$ cat src/rtl/sre_pkg.sv
// package for the management interrupt routing and either-edge status block
package sre_pkg;
  localparam int REG_W = 8;
  localparam int ADDR_W = 8;
  // register offsets within the power block
  localparam logic [7:0] OFS_ENABLE_TWO = 8'h15;
  localparam logic [7:0] OFS_MISC_STATUS = 8'h16;
  localparam logic [7:0] OFS_SMI_STATUS_TWO = 8'h13;
  localparam logic [7:0] RESET_ENABLE_TWO = 8'h00;
  localparam logic [7:0] RESET_MISC_STATUS = 8'h00;
  // enable register two fields
  localparam int BIT_MOUSE = 0;
  localparam int BIT_KEYBOARD = 1;
  localparam int BIT_IR = 2;
  localparam int BIT_B = 3;
  localparam int BIT_KBC_ROUTE = 4;
  localparam int BIT_CIR = 5;
  localparam int BIT_TO_WAKE = 6;
  localparam int BIT_OUTPUT = 7;
  // misc status fields
  localparam int NUM_EDGE = 4;
  localparam int BIT_STANDBY_POR = 4;
  localparam logic [7:0] MISC_USED_MASK = 8'h1f;
  // smi status two fields read-clear
  localparam logic [7:0] STS_TWO_READ_CLEAR = 8'h0c;

  typedef struct packed {
    logic rd;
    logic wr;
    logic [ADDR_W-1:0] addr;
    logic [REG_W-1:0] wdata;
  } sre_bus_t;

  typedef struct packed {
    logic mouse;
    logic keyboard;
    logic kbcPortBit;
    logic consumerIrWake;
    logic bSource;
  } sre_src_t;
endpackage

$ cat src/rtl/sre_route_edge.sv
// management interrupt routing, either-edge gpio status and standby por status
// Behaviour
// enable bits 0..3 gate mouse, keyboard, ir and b sources onto group interrupt
// bit 4 routes keyboard-controller port bit onto group interrupt
// bit 5 enables consumer ir, using its wake status as source
// bit 6 gates group interrupt into wake logic
// bit 7 enables group interrupt onto pin or frame slot, else floats
// mux control bit 7 picks pin or serial irq frame
// four gpio pins raise interrupts on both edges
// either-edge works only when that pin's group interrupt is enabled
// in either-edge mode polarity only inverts the reported data bit
// interrupt when status set and enabled; status latches regardless
// status bits 0..3 set by edges on pins 11, 12, 53, 54
// writing one clears an edge status bit; zero does nothing
// bit 4 set by standby por, write-one clears, sci on power on
// status bits 5..7 read zero
// both registers reset to zero
// group interrupt combines all enabled sources and other events
// ir status set by receive transition, cleared by reading it
// pins synchronised, compared to previous sample, difference sets status
// group output active low while any enabled status stands
`timescale 1ns/100ps
module sre_route_edge
  import sre_pkg::*;
(
  input wire logic ref_clk,
  input wire logic reset,
  input wire sre_bus_t hostBus,
  output logic [REG_W-1:0] readData,
  input wire sre_src_t sources,
  input wire logic irRx,
  input wire logic otherMgmtEvents,
  input wire logic [NUM_EDGE-1:0] gpioPin,
  input wire logic [NUM_EDGE-1:0] eitherEdgeSel,
  input wire logic [NUM_EDGE-1:0] edgeIrqEn,
  input wire logic [NUM_EDGE-1:0] gpioPolarity,
  input wire logic gpioGroupIrqOneEn,
  input wire logic gpioGroupIrqTwoEn,
  input wire logic irqMuxSelFrame,
  input wire logic standbyPorEvent,
  input wire logic systemPowerOn_n,
  output logic groupMgmtIrq_n,
  output logic groupMgmtIrqOe,
  output logic serialIrqSlot2,
  output logic groupToWake,
  output logic [NUM_EDGE-1:0] gpioDataBit,
  output logic [NUM_EDGE-1:0] eitherEdgeIrq,
  output logic standbySci
);

  ////////////////////////////////////////////////////////////////////////////////
  // pin synchronisers: first stage read only by second
  logic [NUM_EDGE-1:0] pinSync;
  logic [NUM_EDGE-1:0] pinPrev;
  logic irSync;
  logic irPrev;
  logic porSync;
  logic porPrev;
  logic pwrSync;
  logic pwrPrev;

  sre_sync_edge
  #(
    .WIDTH(NUM_EDGE),
    .IDLE('0)
  )
  pinSyncer
  (
    .ref_clk(ref_clk),
    .reset(reset),
    .asyncIn(gpioPin),
    .syncOut(pinSync),
    .prevOut(pinPrev)
  );

  sre_sync_edge
  #(
    .WIDTH(1),
    .IDLE('0)
  )
  irSyncer
  (
    .ref_clk(ref_clk),
    .reset(reset),
    .asyncIn(irRx),
    .syncOut(irSync),
    .prevOut(irPrev)
  );

  sre_sync_edge
  #(
    .WIDTH(1),
    .IDLE('0)
  )
  porSyncer
  (
    .ref_clk(ref_clk),
    .reset(reset),
    .asyncIn(standbyPorEvent),
    .syncOut(porSync),
    .prevOut(porPrev)
  );

  // power-on request idles high, so its stages rest high: no false fall after reset
  sre_sync_edge
  #(
    .WIDTH(1),
    .IDLE(1'b1)
  )
  pwrSyncer
  (
    .ref_clk(ref_clk),
    .reset(reset),
    .asyncIn(systemPowerOn_n),
    .syncOut(pwrSync),
    .prevOut(pwrPrev)
  );

  logic [NUM_EDGE-1:0] pinEdge;
  logic irEdge;
  logic porRise;
  logic powerOnFall;
  assign pinEdge = pinSync ^ pinPrev;
  assign irEdge = irSync ^ irPrev;
  assign porRise = porSync & ~porPrev;
  assign powerOnFall = ~pwrSync & pwrPrev;

  ////////////////////////////////////////////////////////////////////////////////
  // registers
  logic [REG_W-1:0] enableTwo;
  logic [REG_W-1:0] miscStatus;
  logic irTransitionStatus;
  logic bStatus;
  logic porCaused;
  logic [REG_W-1:0] next_enableTwo;
  logic [REG_W-1:0] next_miscStatus;
  logic next_irTransitionStatus;
  logic next_bStatus;
  logic next_porCaused;
  logic [REG_W-1:0] next_readData;
  logic wrEnable;
  logic wrStatus;
  logic rdStsTwo;

  assign wrEnable = hostBus.wr && hostBus.addr == OFS_ENABLE_TWO;
  assign wrStatus = hostBus.wr && hostBus.addr == OFS_MISC_STATUS;
  assign rdStsTwo = hostBus.rd && hostBus.addr == OFS_SMI_STATUS_TWO;

  always_comb
  begin
    next_enableTwo = enableTwo;
    if (wrEnable)
      next_enableTwo = hostBus.wdata;
    next_miscStatus = miscStatus;
    // set wins over clear
    if (wrStatus)
      next_miscStatus = miscStatus & ~hostBus.wdata;
    next_miscStatus[NUM_EDGE-1:0] = next_miscStatus[NUM_EDGE-1:0] | pinEdge;
    if (porRise)
      next_miscStatus[BIT_STANDBY_POR] = 1'b1;
    next_miscStatus = next_miscStatus & MISC_USED_MASK;
    // read clears, but a transition in the same cycle survives
    next_irTransitionStatus = (irTransitionStatus & ~rdStsTwo) | irEdge;
    next_bStatus = (bStatus & ~rdStsTwo) | sources.bSource;
    next_porCaused = porCaused;
    if (porRise)
      next_porCaused = 1'b1;
    else if (powerOnFall)
      next_porCaused = 1'b0;
    next_readData = readData;
    if (hostBus.rd)
    begin
      case (hostBus.addr)
        OFS_ENABLE_TWO: next_readData = enableTwo;
        OFS_MISC_STATUS: next_readData = miscStatus & MISC_USED_MASK;
        OFS_SMI_STATUS_TWO: next_readData = {3'h0, sources.kbcPortBit, bStatus,
          irTransitionStatus, sources.keyboard, sources.mouse};
        default: next_readData = 8'h00;
      endcase
    end
  end

  always_ff @(posedge ref_clk or posedge reset)
  begin
    if (reset)
    begin
      enableTwo <= RESET_ENABLE_TWO;
      miscStatus <= RESET_MISC_STATUS;
      irTransitionStatus <= 1'b0;
      bStatus <= 1'b0;
      porCaused <= 1'b0;
      readData <= 8'h00;
    end
    else
    begin
      enableTwo <= next_enableTwo;
      miscStatus <= next_miscStatus;
      irTransitionStatus <= next_irTransitionStatus;
      bStatus <= next_bStatus;
      porCaused <= next_porCaused;
      readData <= next_readData;
    end
  end

  ////////////////////////////////////////////////////////////////////////////////
  // either-edge interrupts and group interrupt
  logic [NUM_EDGE-1:0] groupOk;
  logic groupActive;
  logic [NUM_EDGE-1:0] next_eitherEdgeIrq;
  logic [NUM_EDGE-1:0] next_gpioDataBit;
  logic next_groupMgmtIrq_n;
  logic next_groupMgmtIrqOe;
  logic next_serialIrqSlot2;
  logic next_groupToWake;
  logic next_standbySci;

  // pins 11 and 12 sit in group one, 53 and 54 in group two
  assign groupOk = {gpioGroupIrqTwoEn, gpioGroupIrqTwoEn, gpioGroupIrqOneEn,
    gpioGroupIrqOneEn};

  always_comb
  begin
    next_eitherEdgeIrq = miscStatus[NUM_EDGE-1:0] & edgeIrqEn & eitherEdgeSel & groupOk;
    // polarity still inverts the reported data bit only
    next_gpioDataBit = pinSync ^ gpioPolarity;
    groupActive = (enableTwo[BIT_MOUSE] & sources.mouse)
      | (enableTwo[BIT_KEYBOARD] & sources.keyboard)
      | (enableTwo[BIT_IR] & irTransitionStatus)
      | (enableTwo[BIT_B] & bStatus)
      | (enableTwo[BIT_KBC_ROUTE] & sources.kbcPortBit)
      | (enableTwo[BIT_CIR] & sources.consumerIrWake)
      | otherMgmtEvents;
    next_groupToWake = enableTwo[BIT_TO_WAKE] & groupActive;
    // pin driven only when enabled and not routed to the frame
    next_groupMgmtIrqOe = enableTwo[BIT_OUTPUT] & ~irqMuxSelFrame;
    next_groupMgmtIrq_n = ~(groupActive & enableTwo[BIT_OUTPUT]);
    next_serialIrqSlot2 = enableTwo[BIT_OUTPUT] & irqMuxSelFrame & groupActive;
    next_standbySci = porCaused & powerOnFall;
  end

  always_ff @(posedge ref_clk or posedge reset)
  begin
    if (reset)
    begin
      eitherEdgeIrq <= '0;
      gpioDataBit <= '0;
      groupMgmtIrq_n <= 1'b1;
      groupMgmtIrqOe <= 1'b0;
      serialIrqSlot2 <= 1'b0;
      groupToWake <= 1'b0;
      standbySci <= 1'b0;
    end
    else
    begin
      eitherEdgeIrq <= next_eitherEdgeIrq;
      gpioDataBit <= next_gpioDataBit;
      groupMgmtIrq_n <= next_groupMgmtIrq_n;
      groupMgmtIrqOe <= next_groupMgmtIrqOe;
      serialIrqSlot2 <= next_serialIrqSlot2;
      groupToWake <= next_groupToWake;
      standbySci <= next_standbySci;
    end
  end

endmodule

////////////////////////////////////////////////////////////////////////////////
// two-flop synchroniser plus a previous-sample stage for edge compare
module sre_sync_edge
  import sre_pkg::*;
#(
  parameter int WIDTH = 1,
  parameter logic [WIDTH-1:0] IDLE = '0
)
(
  input wire logic ref_clk,
  input wire logic reset,
  input wire logic [WIDTH-1:0] asyncIn,
  output logic [WIDTH-1:0] syncOut,
  output logic [WIDTH-1:0] prevOut
);

  // meta may go metastable, so only the second stage reads it
  logic [WIDTH-1:0] meta;
  logic [WIDTH-1:0] next_meta;
  logic [WIDTH-1:0] next_syncOut;
  logic [WIDTH-1:0] next_prevOut;

  always_comb
  begin
    next_meta = asyncIn;
    next_syncOut = meta;
    next_prevOut = syncOut;
  end

  always_ff @(posedge ref_clk or posedge reset)
  begin
    if (reset)
    begin
      meta <= IDLE;
      syncOut <= IDLE;
      prevOut <= IDLE;
    end
    else
    begin
      meta <= next_meta;
      syncOut <= next_syncOut;
      prevOut <= next_prevOut;
    end
  end

endmodule

$ cat config.mk
export PLATFORM = sky130hd
export DESIGN_NAME = sre_route_edge
export DESIGN_NICKNAME = d
export VERILOG_FILES = /design/src/rtl/sre_pkg.sv /design/src/rtl/sre_route_edge.sv
export SDC_FILE = /design/constraint.sdc
export NUM_CORES = 1
export LEC_CHECK = 0
export BUFFER_PORTS_ARGS = -buffer_cell sky130_fd_sc_hd__buf_2
export CAP_MARGIN = 20
export CORE_MARGIN = 8
export CORE_UTILIZATION = 30
export CTS_CLUSTER_SIZE = 20
export DETAILED_ROUTE_END_ITERATION = 7
export GPL_TIMING_DRIVEN = 0
export PLACE_DENSITY = 0.56
export SYNTH_ARGS = -nofsm -noshare
export SYNTH_HDL_FRONTEND = slang
export SYNTH_SLANG_ARGS = --single-unit
$ cat constraint.sdc
create_clock -name ref_clk -period 3.4 [get_ports ref_clk]
set_input_delay 0.51 -clock ref_clk [delete_from_list [all_inputs] [get_ports ref_clk]]
set_output_delay 0.51 -clock ref_clk [all_outputs]
set_load 0.005 [all_outputs]
After elaboration in Yosys (flattened, before gate mapping)
Cells that the tools add are included.
W data, S select, Z words.
{ "word_totals": {"reg_bits": 58, "in_bits": 48, "output_inout_bits": 21, "wordCells": 77} }
{ "classes": {"eq_ne": 3, "mux": 5, "bitwise": 38, "reduce_logical": 5} }
{ "op_table": {"columns": ["cell", "n"], "rows": [
  ["$eq A8 B5 Y1 const B", 3],
  ["$pmux W8 S3", 1],
  ["$and A1 B1 Y1", 16],
  ["$and A4 B4 Y4", 3],
  ["$or A1 B1 Y1", 8],
  ["$xor A4 B4 Y4", 2],
  ["$and A5 B5 Y5", 1],
  ["$mux W5", 1],
  ["$not A1 Y1", 5],
  ["$not A5 Y5", 1],
  ["$or A4 B4 Y4", 1],
  ["$reduce_bool A2 Y1", 2],
  ["$logic_and A1 B1 Y1", 3],
  ["$mux W1", 3],
  ["$xor A1 B1 Y1", 1]
]} }

Logic depth before layout (Yosys ltp)
{ "logic_depth": {"word_depth": 9, "depth_mapped": 5, "depth_no_buf": 4} }

Cells and area by module
From an unflattened synthesis, not the netlist that was laid out.
{ "hier_totals": {"cells_unflattened": 156, "hier_area_um2": 2204.6} }
{ "modules_own_cells": {"columns": ["module", "n_inst", "cells_per_inst", "area_per_inst_um2", "seq_area_each_um2"], "rows": [
  ["sre_route_edge", 1, 131, 1660.3, 927.1],
  ["sre_sync_edge at pinSyncer", 1, 13, 304.0, 300.3],
  ["sre_sync_edge at irSyncer ...", 2, 4, 78.8, 75.1],
  ["sre_sync_edge at pwrSyncer", 1, 4, 82.6, 78.8]
]} }

Least setup slack after synthesis
OpenSTA, ideal clock, no wires.
{ "synth_timing": {"path_type": "input to register", "start": "input port hostBus[11] (netlist name)", "end": "register enableTwo[0]", "setup_ns": 0.125, "arrival_time_ns": 1.610, "t_required_ns": 3.275, "slack_ns": 1.665, "stages": 4, "n_path_buf": 0, "cell_sequence": "nor4_2 > nand3_2 > nor2_4 > mux2_2"} }
{ "synth_via": {"elab_chain_len": 2} }
{ "synth_rtl": {"columns": ["item", "line_no", "text"], "rows": [
  ["start: declaration", "sre_route_edge.sv:28", "input wire sre_bus_t hostBus,"],
  ["$eq A8 B5 Y1", "sre_route_edge.sv:145", "assign wrEnable = hostBus.wr && hostBus.addr == OFS_ENABLE_TWO;"],
  ["$logic_and A1 B1 Y1", "sre_route_edge.sv:145", null],
  ["end signal: assignment", "sre_route_edge.sv:196", "enableTwo <= next_enableTwo;"],
  ["end: declaration", "sre_route_edge.sv:130", "logic [REG_W-1:0] enableTwo;"]
]} }
No other way between the ends.
A chain may end at the register's enable or synchronous reset.

Worst setup path after layout
{ "layout_timing": {"start": "input port hostBus[11] (netlist name)", "end": "register enableTwo[4]"} }
The elaborated chain is that of the path after synthesis.

==> results.txt <==
After synthesis the cells add up to 2147 um2. The number of gates resized after CTS was 0. Setup violations remaining at the end of the flow were counted as 0. The final-report hold violation count came out at 0.

The relative max-transition margin came out at 67.39%. The power density relative to cell area came out at 544.9 nW/um2. The wire length of the first global-routing pass came out at 7583 um.

Among cell families on the critical path, the largest total delay comes from simple AND/OR/NAND/NOR gates. The worst-case IR drop observed on VDD is 239.0 uV. The half-perimeter wire length of the detailed placement result is 3574 um. The number of buffers and inverters on the critical path is 1. After detailed routing, the total wire length is 4669 um. The total routing resource utilization after global routing is 10.04%.

The path class of the tightest hold or removal check is input port to asynchronous set/reset pin. The die is 100.6 um tall. The port buffer count came out at 68.

The largest stage delay on the critical path is 0.36 ns. The area after detailed placement came out at 2631 um2. The timing-limited maximum frequency is 0.5833 GHz. The fraction of layout cells with a size suffix above 1 is 44.58%.

The data required time of the critical path came out at 3.62 ns. The routed design could run at a clock period as short as 1.715 ns. The width of the die came out at 100.6 um. The aggregate negative setup slack came out at 0 ns. The worst path setup slack after routing came out at 1.685 ns. The CTS buffer count is 9. The latest clock arrival within the worst-skew pair is 0.33 ns. The capturing element type of the critical path is a register. Synthesis produced a netlist with a net count of 203. The initialized floorplan defines 31 standard-cell rows.

The average footprint of a synthesized cell is 13.85 um2. The congestion estimate from routability-driven global placement came to 0.7100. The number of global-route vias before repair is 1,563. The initial standard-cell utilization of the core is 30.25%. The net count of the finished layout is 283. Setup repair after global routing left no endpoint under its margin. In the final routed layout, each cell accounts on average for 13.73 um. The largest net degree at the start of global routing is 38.

The number of violations of the max-capacitance limit came out at 0. The proportion of synthesized chip area in sequential cells is 67.83%. The count of distinct cell types in the synthesized netlist is 33. The initial antenna violation count is 1. The run finished with clean final reports.

The transition time at the pin with the least slew margin came out at 0.4892 ns. The via density per instance came out at 4.362. The full die area is 10,120 um2. The number of buffers on the longest clock path is 2.

The worst-path maximum fanout came out at 10. Timing analysis after detailed placement gives a worst setup slack of 1.317 ns. Clock-pin slew was measured on the worst setup and hold paths at 0.07 ns. For this run, design rule violations remaining after detail routing come to 0. The slowest stage of the critical path belongs to the cell sky130_fd_sc_hd__mux2_2.

The count of buffers added by post-CTS timing repair for setup came out at 0. Clock tree synthesis found a total of 58 sinks. The type of origin of the critical path is an input port. In this run the static leakage power is 1.334 nW. After routing the design area is 2872 um2. Walking the worst path, the cells encountered are buf_2 -> nor4_2 -> nand3_2 -> nor2_4 -> mux2_2. The final cycle utilization of the critical path is 50.43%. After technology mapping, the gate count stands at 155. The max-slew violation total from the final report was 0. The post-synthesis register bit count is 58. The detail route stage leaves a number of antenna-violating nets equal to 0.

The count of H-tree levels built during CTS came out at 3. The first-pass iteration count of the detailed router is 4. The cell sitting at the root of the clock tree is a sky130_fd_sc_hd__clkbuf_8.

The data arrival time at the worst-slack endpoint is 1.93 ns. TritonCTS built the clock tree. The via total after detailed routing is 1,483. The area growth from synthesis to layout is 33.74%. The placeable core area is 7098 um2. The worst clock skew is 0.01029 ns.

The worst setup path is of the input port to register kind. The number of buffers added to fix hold violations after cts is 0. The remaining global-route overflow is 0.

The number of DRC markers after the initial detailed-route iteration is 53. The number of warnings printed during yosys synthesis came out at 0. The number of primary I/O pins came out at 69.
final timing paths:
| kind | startpoint | slack [ns] | endpoint | cells past startpoint |
|---|---|---|---|---|
| max | hostBus[11] | 1.69 | enableTwo[4] | 5 |
| min | reset | 0.19 | pinSyncer.syncOut[1] | 2 |
| max reg2reg | bStatus | 2.12 | serialIrqSlot2 | 3 |
| min reg2reg | irSyncer.meta | 0.35 | irSyncer.syncOut | 0 |
| max in group asynchronous | reset | 2.59 | groupMgmtIrq_n | 3 |
| min in group ref_clk | systemPowerOn_n | 0.28 | pwrSyncer.meta | 1 |
cells in the mapped netlist (all sizes together):
library cell  count  area share [%]
and4              4             1.6
nor2              1            0.52
a21o              3             1.0
a22oi             4             1.4
inv               7             1.2
nor3b             1            0.35
or4b              1            0.64
dfrtp            54              63
nand3             8             2.1
a31o              3             1.2
o22ai             5             1.5
nand2            11             2.0
nor2b             9             2.6
and2              1            0.29
a21oi             1            0.23
a22o              2            0.82
buf               1            0.23
nand2b            1            0.29
a32oi             2            0.82
clkbuf            1            0.17
nor4              2             1.6
xnor2             4             1.6
a222oi            1            0.47
xor2              5             2.0
mux2              8             4.2
o21ai             7             1.6
a2bb2oi           3             1.2
dfstp             4             4.9
and3              1            0.29
cells by family after synthesis:
logic type | count (synthesis) | synth area share, %
flops | 58 | 67.83
mux | 8 | 4.196
buf+inv | 9 | 1.632
simple gates | 40 | 12.35
xor+xnor | 9 | 3.671
compound gates | 31 | 10.32
stage by stage:
| stage | hold slack, ns | utilization (%) | power [mW] | instances |
|---|---|---|---|---|
| 6_report | 0.1938 | 40.45 | 1.565 | 340 |
| 5_1_grt | 0.2189 | 40.42 | 1.643 | 339 |
| 4_1_cts | 0.1895 | 40.42 | 1.595 | 339 |
| 3_5_place_dp | 0.3347 | 37.07 | 0.8460 | 323 |
| 3_3_place_gp | 0.3320 | 36.79 | 0.8413 | 322 |
| 2_1_floorplan | 0.3312 | - | 0.7873 | 155 |
layout make-up:
cell class / instances / area, um2
clock inverters: 4 / 72.57
well taps: 99 / 123.9
diodes: 1 / 2.502
fillers: 713 / 4227
clock buffers: 12 / 165.2
multi-input cells: 88 / 655.6
repair buffers: 69 / 360.3
inverters: 7 / 26.28
flip-flops and latches: 58 / 1456
plain buffers: 2 / 8.758
power breakdown:
| group | switching [mW] | internal [mW] | leakage [nW] |
|---|---|---|---|
| Clock | 0.263 | 0.471 | 0.119 |
| Sequential | 0.0121 | 0.719 | 0.702 |
| Combinational | 0.0504 | 0.0484 | 0.514 |
| Total | 0.326 | 1.24 | 1.33 |
per-layer routing:
metal / up-vias / part of all wire, % / track usage [%]
met2: 51 / 45 / 14.06
met3: 9 / 9.1 / 5.318
li1: 715 / - / -
met1: 708 / 44 / 11.60
met5: - / 0 / 0
met4: 0 / 2.2 / 6.628
sequential cells by signal (all words and copies together) (netlist names), 4 cells and up:
register           count
pinSyncer.syncOut      4
enableTwo              8
pinSyncer.meta         4
gpioDataBit            4
pinSyncer.prevOut      4
readData               8
miscStatus             5
eitherEdgeIrq          4
cells in the final DEF (no fill, tap or decap), types with 3 or more instances in the layout:
cell	n
sky130_fd_sc_hd__inv_1	6
sky130_fd_sc_hd__o21ai_0	7
sky130_fd_sc_hd__xnor2_1	4
sky130_fd_sc_hd__o22ai_1	5
sky130_fd_sc_hd__dfrtp_1	54
sky130_fd_sc_hd__and4_1	4
sky130_fd_sc_hd__a21o_1	3
sky130_fd_sc_hd__clkbuf_8	12
sky130_fd_sc_hd__a2bb2oi_1	3
sky130_fd_sc_hd__xor2_1	5
sky130_fd_sc_hd__nand3_1	7
sky130_fd_sc_hd__mux2_2	7
sky130_fd_sc_hd__nor2b_1	9
sky130_fd_sc_hd__nand2_1	10
sky130_fd_sc_hd__dfstp_2	4
sky130_fd_sc_hd__buf_2	69
sky130_fd_sc_hd__a31o_2	3
sky130_fd_sc_hd__a22oi_1	4
Note: power is estimated with default switching activity, not from simulation.
